[src/tx_line_coding_defines.svh]
// Timing, width and seed constants for the twisted-pair line coding block
`ifndef TX_LINE_CODING_DEFINES_SVH
`define TX_LINE_CODING_DEFINES_SVH

// ----------------------------------------------------------------------
// Clock and Manchester timing
// ----------------------------------------------------------------------
`define CLK_PERIOD_NS     10
`define MAN_BIT_NS        100
`define MAN_HALF_CYC      ((`MAN_BIT_NS / 2) / `CLK_PERIOD_NS)
`define MAN_BIT_CYC       (`MAN_BIT_NS / `CLK_PERIOD_NS)
`define MAN_EDGE_GAP_CYC  ((`MAN_BIT_CYC * 3) / 4)
`define MAN_IDLE_CYC      (`MAN_BIT_CYC * 2)
`define MAN_CNT_W         6

// ----------------------------------------------------------------------
// Widths
// ----------------------------------------------------------------------
`define NIBBLE_W          4
`define NIB_LAST_BIT      2'h3
`define ADDR_W            5

// ----------------------------------------------------------------------
// Stream cipher
// ----------------------------------------------------------------------
`define CIPHER_W          11
`define CIPHER_TAP_A      10
`define CIPHER_TAP_B      8
`define CIPHER_RESET      11'h7FF
`define CIPHER_SEED_FILL  6'h2A
`define CIPHER_SYNC_BITS  22
`define CIPHER_SYNC_W     5

`endif

[src/line_coding_pkg.sv]
// Types and helper functions shared by the line coding modules
`include "tx_line_coding_defines.svh"
`default_nettype none

package line_coding_pkg;

	typedef enum logic [1:0] {
		LVL_ZERO  = 2'h0,
		LVL_PLUS  = 2'h1,
		LVL_MINUS = 2'h2
	} mlt_level_t;

	// Gray-coded position in the 0, +1, 0, -1 cycle
	typedef enum logic [1:0] {
		PH_ZERO_UP   = 2'h0,
		PH_PLUS      = 2'h1,
		PH_ZERO_DOWN = 2'h3,
		PH_MINUS     = 2'h2
	} mlt_phase_t;

	function automatic logic cipher_fb(input logic [`CIPHER_W-1:0] sr);
		return sr[`CIPHER_TAP_A] ^ sr[`CIPHER_TAP_B];
	endfunction

	function automatic mlt_phase_t mlt_step(input mlt_phase_t ph);
		case (ph)
			PH_ZERO_UP:   return PH_PLUS;
			PH_PLUS:      return PH_ZERO_DOWN;
			PH_ZERO_DOWN: return PH_MINUS;
			default:      return PH_ZERO_UP;
		endcase
	endfunction

	function automatic mlt_level_t mlt_level(input mlt_phase_t ph);
		case (ph)
			PH_PLUS:  return LVL_PLUS;
			PH_MINUS: return LVL_MINUS;
			default:  return LVL_ZERO;
		endcase
	endfunction

	function automatic mlt_level_t pins_level(input logic pos, input logic neg);
		if (pos && !neg) begin
			return LVL_PLUS;
		end else if (neg && !pos) begin
			return LVL_MINUS;
		end
		return LVL_ZERO;
	endfunction

endpackage

`default_nettype wire

[src/cipher_if.sv]
// Control and key signals between the datapath and a cipher register
`include "tx_line_coding_defines.svh"
`default_nettype none

interface cipher_if;
	logic                 step;
	logic                 load;
	logic [`CIPHER_W-1:0] load_val;
	logic                 sync_sel;
	logic                 sync_bit;
	logic                 key;

	modport ctrl (output step, load, load_val, sync_sel, sync_bit, input key);
	modport lfsr (input step, load, load_val, sync_sel, sync_bit, output key);
endinterface

`default_nettype wire

[src/cipher_lfsr.sv]
// Eleven-bit stream cipher register, free running or fed from the line
`include "tx_line_coding_defines.svh"
`default_nettype none

module cipher_lfsr
	import line_coding_pkg::*;
(
	input  wire logic ref_clk,
	input  wire logic nrst,
	cipher_if.lfsr    cif
);

	typedef struct packed {
		logic [`CIPHER_W-1:0] sr;
	} lfsr_st_t;

	lfsr_st_t st_reg;
	lfsr_st_t st_next;

	always_comb begin
		st_next = st_reg;
		if (cif.load) begin
			st_next.sr = cif.load_val;
		end else if (cif.step) begin
			st_next.sr = {st_reg.sr[`CIPHER_W-2:0], cif.sync_sel ? cif.sync_bit : cipher_fb(st_reg.sr)};
		end
	end

	always_ff @(posedge ref_clk or negedge nrst) begin
		if (!nrst) begin
			st_reg <= '{sr: `CIPHER_RESET};
		end else begin
			st_reg <= st_next;
		end
	end

	assign cif.key = cipher_fb(st_reg.sr);
endmodule

`default_nettype wire

[src/tx_line_coding_100tx_10t.sv]
// Twisted-pair line coding datapath: cipher, NRZI, three-level and Manchester
`include "tx_line_coding_defines.svh"
`default_nettype none

module tx_line_coding_100tx_10t
	import line_coding_pkg::*;
#(
	parameter int CNT_W  = `MAN_CNT_W,
	parameter int SYNC_W = `CIPHER_SYNC_W
)(
	input  wire logic                 ref_clk,
	input  wire logic                 nrst,
	input  wire logic                 speed_100,
	input  wire logic                 sym_mode,
	input  wire logic [`ADDR_W-1:0]   phy_addr,
	input  wire logic                 tx_ser_bit,
	input  wire logic                 tx_ser_valid,
	output var  logic                 rx_ser_bit,
	output var  logic                 rx_ser_valid,
	output var  logic                 cipher_locked,
	input  wire logic [`NIBBLE_W-1:0] tx_nibble,
	input  wire logic                 tx_nibble_valid,
	output var  logic                 tx_nibble_ready,
	output var  logic [`NIBBLE_W-1:0] rx_nibble,
	output var  logic                 rx_nibble_valid,
	output var  logic                 line_tx_pos,
	output var  logic                 line_tx_neg,
	input  wire logic                 line_rx_pos,
	input  wire logic                 line_rx_neg
);

	localparam logic [CNT_W-1:0]  HALF_LAST = CNT_W'(`MAN_HALF_CYC - 1);
	localparam logic [CNT_W-1:0]  EDGE_GAP  = CNT_W'(`MAN_EDGE_GAP_CYC);
	localparam logic [CNT_W-1:0]  IDLE_GAP  = CNT_W'(`MAN_IDLE_CYC);
	localparam logic [SYNC_W-1:0] SYNC_DONE = SYNC_W'(`CIPHER_SYNC_BITS);

	// ----------------------------------------------------------------------
	// State
	// ----------------------------------------------------------------------
	typedef struct packed {
		logic                 rxp_meta;
		logic                 rxn_meta;
		logic                 rxp_s;
		logic                 rxn_s;
		logic                 spd_d;
		logic                 tx_nrzi;
		logic                 tx_vd;
		mlt_phase_t           phase;
		mlt_level_t           rx_lvl;
		logic                 rx_nrzi;
		logic                 rx_bit;
		logic                 rx_valid;
		logic [SYNC_W-1:0]    sync_cnt;
		logic                 locked;
		logic                 mtx_active;
		logic                 mtx_half;
		logic [1:0]           mtx_bitcnt;
		logic [`NIBBLE_W-1:0] mtx_sh;
		logic [CNT_W-1:0]     mtx_cnt;
		logic [CNT_W-1:0]     mrx_gap;
		logic                 mrx_pos;
		logic [1:0]           mrx_bitcnt;
		logic [`NIBBLE_W-1:0] mrx_sh;
		logic [`NIBBLE_W-1:0] mrx_nib;
		logic                 mrx_valid;
		logic                 out_pos;
		logic                 out_neg;
	} core_st_t;

	core_st_t   st_reg;
	core_st_t   st_next;
	logic       cipher_on;
	logic       tx_scr;
	mlt_level_t rx_lvl_now;
	logic       rx_nrzi_now;
	logic       rx_scr;
	logic       man_tick;
	logic       man_last;
	logic       man_accept;
	logic       mrx_mid;
	logic       mrx_bit;

	cipher_if tx_cif ();
	cipher_if rx_cif ();

	cipher_lfsr u_tx_cipher (
		.ref_clk (ref_clk),
		.nrst    (nrst),
		.cif     (tx_cif.lfsr)
	);

	cipher_lfsr u_rx_cipher (
		.ref_clk (ref_clk),
		.nrst    (nrst),
		.cif     (rx_cif.lfsr)
	);

	// ----------------------------------------------------------------------
	// Cipher control
	// ----------------------------------------------------------------------
	// symbol mode turns the cipher off
	assign cipher_on = speed_100 && !sym_mode;

	// seed on entry to 100M mode
	assign tx_cif.load     = speed_100 && !st_reg.spd_d;
	assign tx_cif.load_val = {`CIPHER_SEED_FILL, phy_addr};
	assign tx_cif.step     = cipher_on && tx_ser_valid;
	assign tx_cif.sync_sel = 1'b0;
	assign tx_cif.sync_bit = 1'b0;

	// receiver learns key from idle ones
	assign rx_cif.load     = 1'b0;
	assign rx_cif.load_val = '0;
	assign rx_cif.step     = cipher_on;
	assign rx_cif.sync_sel = !st_reg.locked;
	assign rx_cif.sync_bit = !rx_scr;

	// ----------------------------------------------------------------------
	// Combinational terms
	// ----------------------------------------------------------------------
	// key added to each transmitted bit while the cipher is on
	assign tx_scr = tx_ser_bit ^ (cipher_on && tx_cif.key);

	// level change marks an NRZI one
	assign rx_lvl_now  = pins_level(st_reg.rxp_s, st_reg.rxn_s);
	assign rx_nrzi_now = (rx_lvl_now != st_reg.rx_lvl);
	assign rx_scr      = rx_nrzi_now ^ st_reg.rx_nrzi;

	assign man_tick        = st_reg.mtx_active && (st_reg.mtx_cnt == HALF_LAST);
	assign man_last        = man_tick && st_reg.mtx_half && (st_reg.mtx_bitcnt == `NIB_LAST_BIT);
	assign tx_nibble_ready = !speed_100 && (!st_reg.mtx_active || man_last);
	assign man_accept      = tx_nibble_valid && tx_nibble_ready;

	// late edge is the mid-bit one
	assign mrx_mid = (st_reg.rxp_s != st_reg.mrx_pos) && (st_reg.mrx_gap >= EDGE_GAP);
	assign mrx_bit = !st_reg.rxp_s;

	// ----------------------------------------------------------------------
	// Next state
	// ----------------------------------------------------------------------
	always_comb begin
		st_next          = st_reg;
		st_next.rxp_meta = line_rx_pos;
		st_next.rxn_meta = line_rx_neg;
		st_next.rxp_s    = st_reg.rxp_meta;
		st_next.rxn_s    = st_reg.rxn_meta;
		st_next.spd_d    = speed_100;

		st_next.tx_vd = speed_100 && tx_ser_valid;
		if (st_next.tx_vd) begin
			st_next.tx_nrzi = st_reg.tx_nrzi ^ tx_scr;
		end
		// step on one, hold on zero
		if (st_reg.tx_vd && st_reg.tx_nrzi) begin
			st_next.phase = mlt_step(st_reg.phase);
		end

		st_next.rx_lvl   = rx_lvl_now;
		st_next.rx_nrzi  = rx_nrzi_now;
		st_next.rx_valid = speed_100;
		st_next.rx_bit   = rx_scr ^ (cipher_on && rx_cif.key);

		// lock after a run of matches
		if (!cipher_on) begin
			st_next.sync_cnt = '0;
			st_next.locked   = 1'b0;
		end else if (!st_reg.locked) begin
			if (rx_cif.key == !rx_scr) begin
				st_next.sync_cnt = SYNC_W'(st_reg.sync_cnt + 1'b1);
				st_next.locked   = (st_reg.sync_cnt == SYNC_DONE);
			end else begin
				st_next.sync_cnt = '0;
			end
		end

		if (speed_100) begin
			st_next.mtx_active = 1'b0;
		end else if (man_accept) begin
			st_next.mtx_active = 1'b1;
			st_next.mtx_half   = 1'b0;
			st_next.mtx_bitcnt = '0;
			st_next.mtx_sh     = tx_nibble;
			st_next.mtx_cnt    = '0;
		end else if (man_tick) begin
			st_next.mtx_cnt = '0;
			if (!st_reg.mtx_half) begin
				st_next.mtx_half = 1'b1;
			end else begin
				st_next.mtx_half   = 1'b0;
				st_next.mtx_sh     = st_reg.mtx_sh >> 1;
				st_next.mtx_bitcnt = 2'(st_reg.mtx_bitcnt + 1'b1);
				st_next.mtx_active = (st_reg.mtx_bitcnt != `NIB_LAST_BIT);
			end
		end else if (st_reg.mtx_active) begin
			st_next.mtx_cnt = CNT_W'(st_reg.mtx_cnt + 1'b1);
		end

		st_next.mrx_valid = 1'b0;
		st_next.mrx_pos   = st_reg.rxp_s;
		if (speed_100) begin
			st_next.mrx_gap    = '0;
			st_next.mrx_bitcnt = '0;
		end else if (mrx_mid) begin
			st_next.mrx_gap    = '0;
			st_next.mrx_sh     = {mrx_bit, st_reg.mrx_sh[`NIBBLE_W-1:1]};
			st_next.mrx_bitcnt = 2'(st_reg.mrx_bitcnt + 1'b1);
			if (st_reg.mrx_bitcnt == `NIB_LAST_BIT) begin
				st_next.mrx_nib   = {mrx_bit, st_reg.mrx_sh[`NIBBLE_W-1:1]};
				st_next.mrx_valid = 1'b1;
			end
		end else if (st_reg.mrx_gap != IDLE_GAP) begin
			st_next.mrx_gap = CNT_W'(st_reg.mrx_gap + 1'b1);
		end else begin
			st_next.mrx_bitcnt = '0;
		end

		// one pin pair, coding by speed
		if (speed_100) begin
			st_next.out_pos = (mlt_level(st_next.phase) == LVL_PLUS);
			st_next.out_neg = (mlt_level(st_next.phase) == LVL_MINUS);
		end else begin
			st_next.out_pos = st_next.mtx_active && (st_next.mtx_sh[0] ^ st_next.mtx_half);
			st_next.out_neg = st_next.mtx_active && !(st_next.mtx_sh[0] ^ st_next.mtx_half);
		end
	end

	always_ff @(posedge ref_clk or negedge nrst) begin
		if (!nrst) begin
			st_reg <= '0;
		end else begin
			st_reg <= st_next;
		end
	end

	// ----------------------------------------------------------------------
	// Outputs
	// ----------------------------------------------------------------------
	assign line_tx_pos     = st_reg.out_pos;
	assign line_tx_neg     = st_reg.out_neg;
	assign rx_ser_bit      = st_reg.rx_bit;
	assign rx_ser_valid    = st_reg.rx_valid;
	assign cipher_locked   = st_reg.locked;
	assign rx_nibble       = st_reg.mrx_nib;
	assign rx_nibble_valid = st_reg.mrx_valid;
endmodule

`default_nettype wire

[config.mk]
export PLATFORM = sky130hd
export DESIGN_NAME = tx_line_coding_100tx_10t
export DESIGN_NICKNAME = d
export VERILOG_FILES = /design/src/line_coding_pkg.sv /design/src/cipher_if.sv /design/src/cipher_lfsr.sv /design/src/tx_line_coding_100tx_10t.sv
export VERILOG_INCLUDE_DIRS = /design/src
export SDC_FILE = /design/constraint.sdc
export NUM_CORES = 1
export LEC_CHECK = 0
export BUFFER_PORTS_ARGS = -buffer_cell sky130_fd_sc_hd__buf_2
export CORE_ASPECT_RATIO = 1.2
export CORE_MARGIN = 3
export CORE_UTILIZATION = 45
export CTS_CLUSTER_SIZE = 40
export DETAILED_ROUTE_END_ITERATION = 8
export SLEW_MARGIN = 20
export SYNTH_ARGS = -nofsm -noshare
export SYNTH_HDL_FRONTEND = slang
export SYNTH_SLANG_ARGS = --single-unit
export TNS_END_PERCENT = 50
[constraint.sdc]
create_clock -name ref_clk -period 3.05 [get_ports ref_clk]
set_input_delay 0.4575 -clock ref_clk [delete_from_list [all_inputs] [get_ports ref_clk]]
set_output_delay 0.4575 -clock ref_clk [all_outputs]
set_load 0.005 [all_outputs]
* Word level (Yosys, flattened, before mapping)
Cells that the tools add are included.
** Cells by class
- Divide/modulo/power cells :: 0
- Equal/unequal tests :: 17
- Bitwise logic cells :: 8
- Multipliers :: 0
- Magnitude comparators :: 1
- Reduce and logical (&&, ||, !) cells :: 36
- Multiplexer cells :: 35
- Add/subtract/negate cells :: 5
- Shifts and indexed selects :: 0
** Operator list (count)
- $mux W6 :: 8
- $mux W11 :: 2
- $mux W2 :: 9
- $logic_and A1 B1 Y1 :: 17
- $mux W14 :: 1
- $mux W13 :: 1
- $add A6 B1 Y6 const B :: 2
- $eq A2 B2 Y1 const B :: 5
- $mux W1 :: 10
- $logic_not A1 Y1 :: 8
- $mux W8 :: 1
- $xor A1 B1 Y1 :: 7
- $eq A2 B1 Y1 const B :: 3
- $eq A6 B3 Y1 const B :: 1
- $ge A6 B3 Y1 const B :: 1
- $ne A6 B5 Y1 const B :: 1
- $pmux W2 S3 :: 1
- $reduce_and A3 Y1 :: 2
- $reduce_bool A2 Y1 :: 3
- $reduce_bool A3 Y1 :: 2
- $add A5 B1 Y5 const B :: 1
- $eq A5 B5 Y1 const B :: 1
- $mux W5 :: 1
- $add A2 B1 Y2 const B :: 2
- other kinds (10) :: 12
** Word-level totals
- Flip-flop bits (word level) :: 75
- Memories kept :: 0
- Memory bits (writable) :: 0
- Word-level logic and storage cells :: 131
- Output and inout bits :: 11
- Bits in latches :: 0
- Memory bits (read-only) :: 0

* Logic depth before layout (Yosys ltp)
- Word-level depth :: 13
- Mapped depth :: 10

* Hierarchy
From an unflattened synthesis, not the netlist that was laid out.
** Unflattened totals
- Cells, all modules :: 336
- Area, all modules :: 3595.9 um^2
** By module, submodules not included
- tx_line_coding_100tx_10t :: cells an instance 236, area an instance 2514.9 um^2, times used 1, seq. area each 1301.2 um^2
- cipher_lfsr :: cells an instance 50, area an instance 540.5 um^2, times used 2, seq. area each 289.0 um^2

* Worst setup path before layout
No wires, ideal clock.
- Path type :: flip-flop to flip-flop
- Start point :: reg st_reg[20] in the netlist's numbering
- End point :: reg st_reg (netlist bit line_tx_neg)
- Data required time :: 2.929 ns
- Stages on the path, launching flop included :: 11
- Setup slack :: 0.610 ns
- Arrival time :: 2.319 ns
- Cells stage by stage :: dfrtp_1 inv_1 ha_1 nand4bb_4 nor3b_4 ha_1 nand2b_1 o21ai_0 a221o_1 o31a_1 a22o_1
** RTL lines
- start: declaration :: RTL line tx_line_coding_100tx_10t.sv:70 : core_st_t st_reg;
- start signal: assignment :: RTL line tx_line_coding_100tx_10t.sv:231 : st_reg <= st_next;

==> impl_results.md <==
* Critical Path Max Stage Delay at 460 ps
* Slew Viols, Final at 0
* Die Height at 102.2 um
* Max FFs per register at 39
* Cell variety after synth at 47
* Synth Cell Area at 3471 sq um
* Row count at 34
* RSZ-0062 raised after global routing: no
* Layout Nets at 376
* Critical path arrival at 2930 ps
* FF+latch count, synth at 74
* Antenna Cells at 0
* Critical-path cell list: inv_1 -> ha_1 -> nand4bb_4 -> nor3b_4 -> ha_1 -> a21boi_0 -> nor3b_1 -> o21ai_0 -> o31a_1 -> a22o_1
* Sequential share of the synthesized area at 54.15%
* Slowest cell on the critical path: nor3b_1
* H-tree depth at 3
* PD cells at 657.0 nW/um^2
* Status: completed
* Cts repair resizes at 0
* Area grow syn2layout at 12.11%
* DR iter-0 viols at 102
* Final hold violations at 0
* Root Driver: clkbuf_8
* CORE AREA at 7360 sq um
* Number of global-route vias before repair at 2313
* Tmin final at 2690 ps
* Vias at 2278
* Multi-input gate area at 1460 sq um
* Fin crit share at 88.19%
* Startpoint Class: register
* Post-DP HPWL at 4008 um
* DRC errors left at 0
* DRT Pass-1 Iters at 4
* Setup violators final at 0
* Worst-Skew Late Latency at 350 ps
* Setup bufs post-CTS at 0
* Fmax achieved at 0.3718 GHz
* Max VDD drop at 0.0004056 V
* Synthesized net count at 351
* Syn avg cell area at 10.71 sq um
* Fill cells at 667
* Top Ports at 29
* Clk sinks at 74
* Critical Path RT at 3290 ps
* Layout cells sized above 1 at 23.16%
* Hold WC Path Type: in -> reg
* Initial Utilization at 47.16%
* CTS tree: done
* Worst Max-Slew Pin Slew at 903.0 ps
* CTS clk-pin slew, worst paths at 80 ps
* Commonest non-fill, non-tap cell in the layout: nand2_1
* Final ANT Viol Nets at 0
* Setup CP Type: reg -> reg
* RD Place Congestion at 0.7992
* Width of the die at 86.17 um
* Most frequent cells in the layout: nand2_1, dfrtp_1, nor2_1
* Crit path capture type: register
* Total Die Area at 8807 sq um
* Total gr overflow at 0
* Min Hold Slack at 213.6 ps
* Clock Path Buffers at 2
* Number of max-cap violations at 0
* Worst Path Max Fanout at 4
* Seq. cell area at 1879 sq um
* Tot GR Track Use at 15.50%
* Initial antenna violation count at 0
* P_leak at 1.795 nW
* Cts hold-fix bufs at 0
* Gate Count Post-Synth at 324
* First-pass GRT wire length at 10740 um
* Largest net degree at the start of global routing at 75
* Wire per inst at 13.45 um
* Wirelength, routed at 5971 um
* Port Buffers at 28
* Max_slew headroom at 39.80%
* Setup tns final at 0 ps
* Synth warnings at 0
* Cell mode on critical path: ha_1
* TritonCTS buffer count at 9
* Vias per cell at 5.131
* Clock skew at 10.27 ps
[Yosys cell counts (all sizes together)]
cell type / instances / area share (%)
a2111oi: 1 / 0.43
a211oi: 2 / 0.58
a21boi: 1 / 0.22
a21oi: 5 / 0.72
a221o: 3 / 0.87
a221oi: 1 / 0.25
a22o: 4 / 1.0
a41oi: 1 / 0.25
and2: 3 / 0.54
buf: 11 / 2.0
clkbuf: 6 / 0.68
clkinv: 1 / 0.11
dfrtp: 52 / 37
dfstp: 22 / 17
ha: 9 / 3.2
inv: 9 / 0.97
mux2: 8 / 2.6
mux2i: 15 / 4.3
nand2: 58 / 6.3
nand2b: 3 / 0.54
nand3: 11 / 1.6
nand4: 2 / 0.36
nand4b: 1 / 0.25
nand4bb: 1 / 0.79
nor2: 31 / 3.4
nor2b: 7 / 1.3
nor3: 4 / 0.58
nor3b: 2 / 0.76
nor4: 2 / 0.79
nor4bb: 1 / 0.29
o21ai: 18 / 2.6
o21bai: 1 / 0.22
o2bb2ai: 1 / 0.25
o31a: 2 / 0.54
o31ai: 3 / 0.65
o32ai: 1 / 0.25
xnor2: 11 / 2.8
xnor3: 1 / 0.65
xor2: 9 / 2.3
[power by group]
part / internal, W / total [W] / leakage (nW) / switching [W]
logic: 0.000192 / 0.000396 / 0.775 / 0.000205
clock network: 0.000532 / 0.000882 / 0.118 / 0.000351
registers: 0.00117 / 0.00128 / 0.902 / 0.000113
[stage by stage]
step	total power (W)	setup WS, ps	utilization, %	cell area, sq um	instances
2_1_floorplan	0.001576	610.0	-	3471	324
3_3_place_gp	0.001685	531.0	49.63	3652	428
3_5_place_dp	0.001698	438.3	49.63	3652	428
4_1_cts	0.002600	395.6	52.87	3891	444
5_1_grt	0.002707	193.3	52.87	3891	444
6_report	0.002557	360.1	52.87	3891	444
[final timing paths]
path	startpoint	endpoint	slack (ps)	cells after the start
min reg2reg	st_next[51]$_DFF_PN0_	st_next[13]$_DFF_PN0_	350	0
min	line_rx_pos	st_next[51]$_DFF_PN0_	210	1
max	st_reg[20]$_DFFE_PN0P_	line_tx_neg$_DFF_PN0_	360	10
max reg2reg	st_reg[20]$_DFFE_PN0P_	line_tx_neg$_DFF_PN0_	360	10
min in group asynchronous	nrst	cipher_locked$_DFF_PN0_	320	2
max in group asynchronous	nrst	st_reg[36]$_DFFE_PN0P_	2150	2
[cells by family after synthesis]
family,synth area share (%)
AND/OR/NAND/NOR,17.38
flip-flops,54.15
AO/OA/AOI/OAI,8.832
buffers and inverters,3.785
multiplexers,6.921
XOR/XNOR,5.696
adder cells (fa/ha/maj),3.244
[worst max-delay path: cells and delay by family (launching register included)]
family,cells,cell delay (ps)
simple gates,3,940
buf+inv,1,100
compound gates,4,750
fa+ha+maj,2,390
flops,1,410
[cell type report]
cell class / count / area share [%]
clock buffer: 12 / 4.277
clock inverter: 4 / 1.865
inverter: 10 / 0.9646
multi-input combinational: 223 / 37.52
sequential: 74 / 48.30
tap: 90 / 2.894
timing repair buffer: 31 / 4.180
[metal layers]
metal  vias to the layer above  routed length (um)  track usage [%]
li1                       1145                   -                -
met1                      1083                2694            20.12
met2                        35                2870            23.92
met3                        15                 252            3.468
met4                         0                 155            8.993
met5                         -                   0                0
Note: power is estimated with default switching activity, not from simulation.
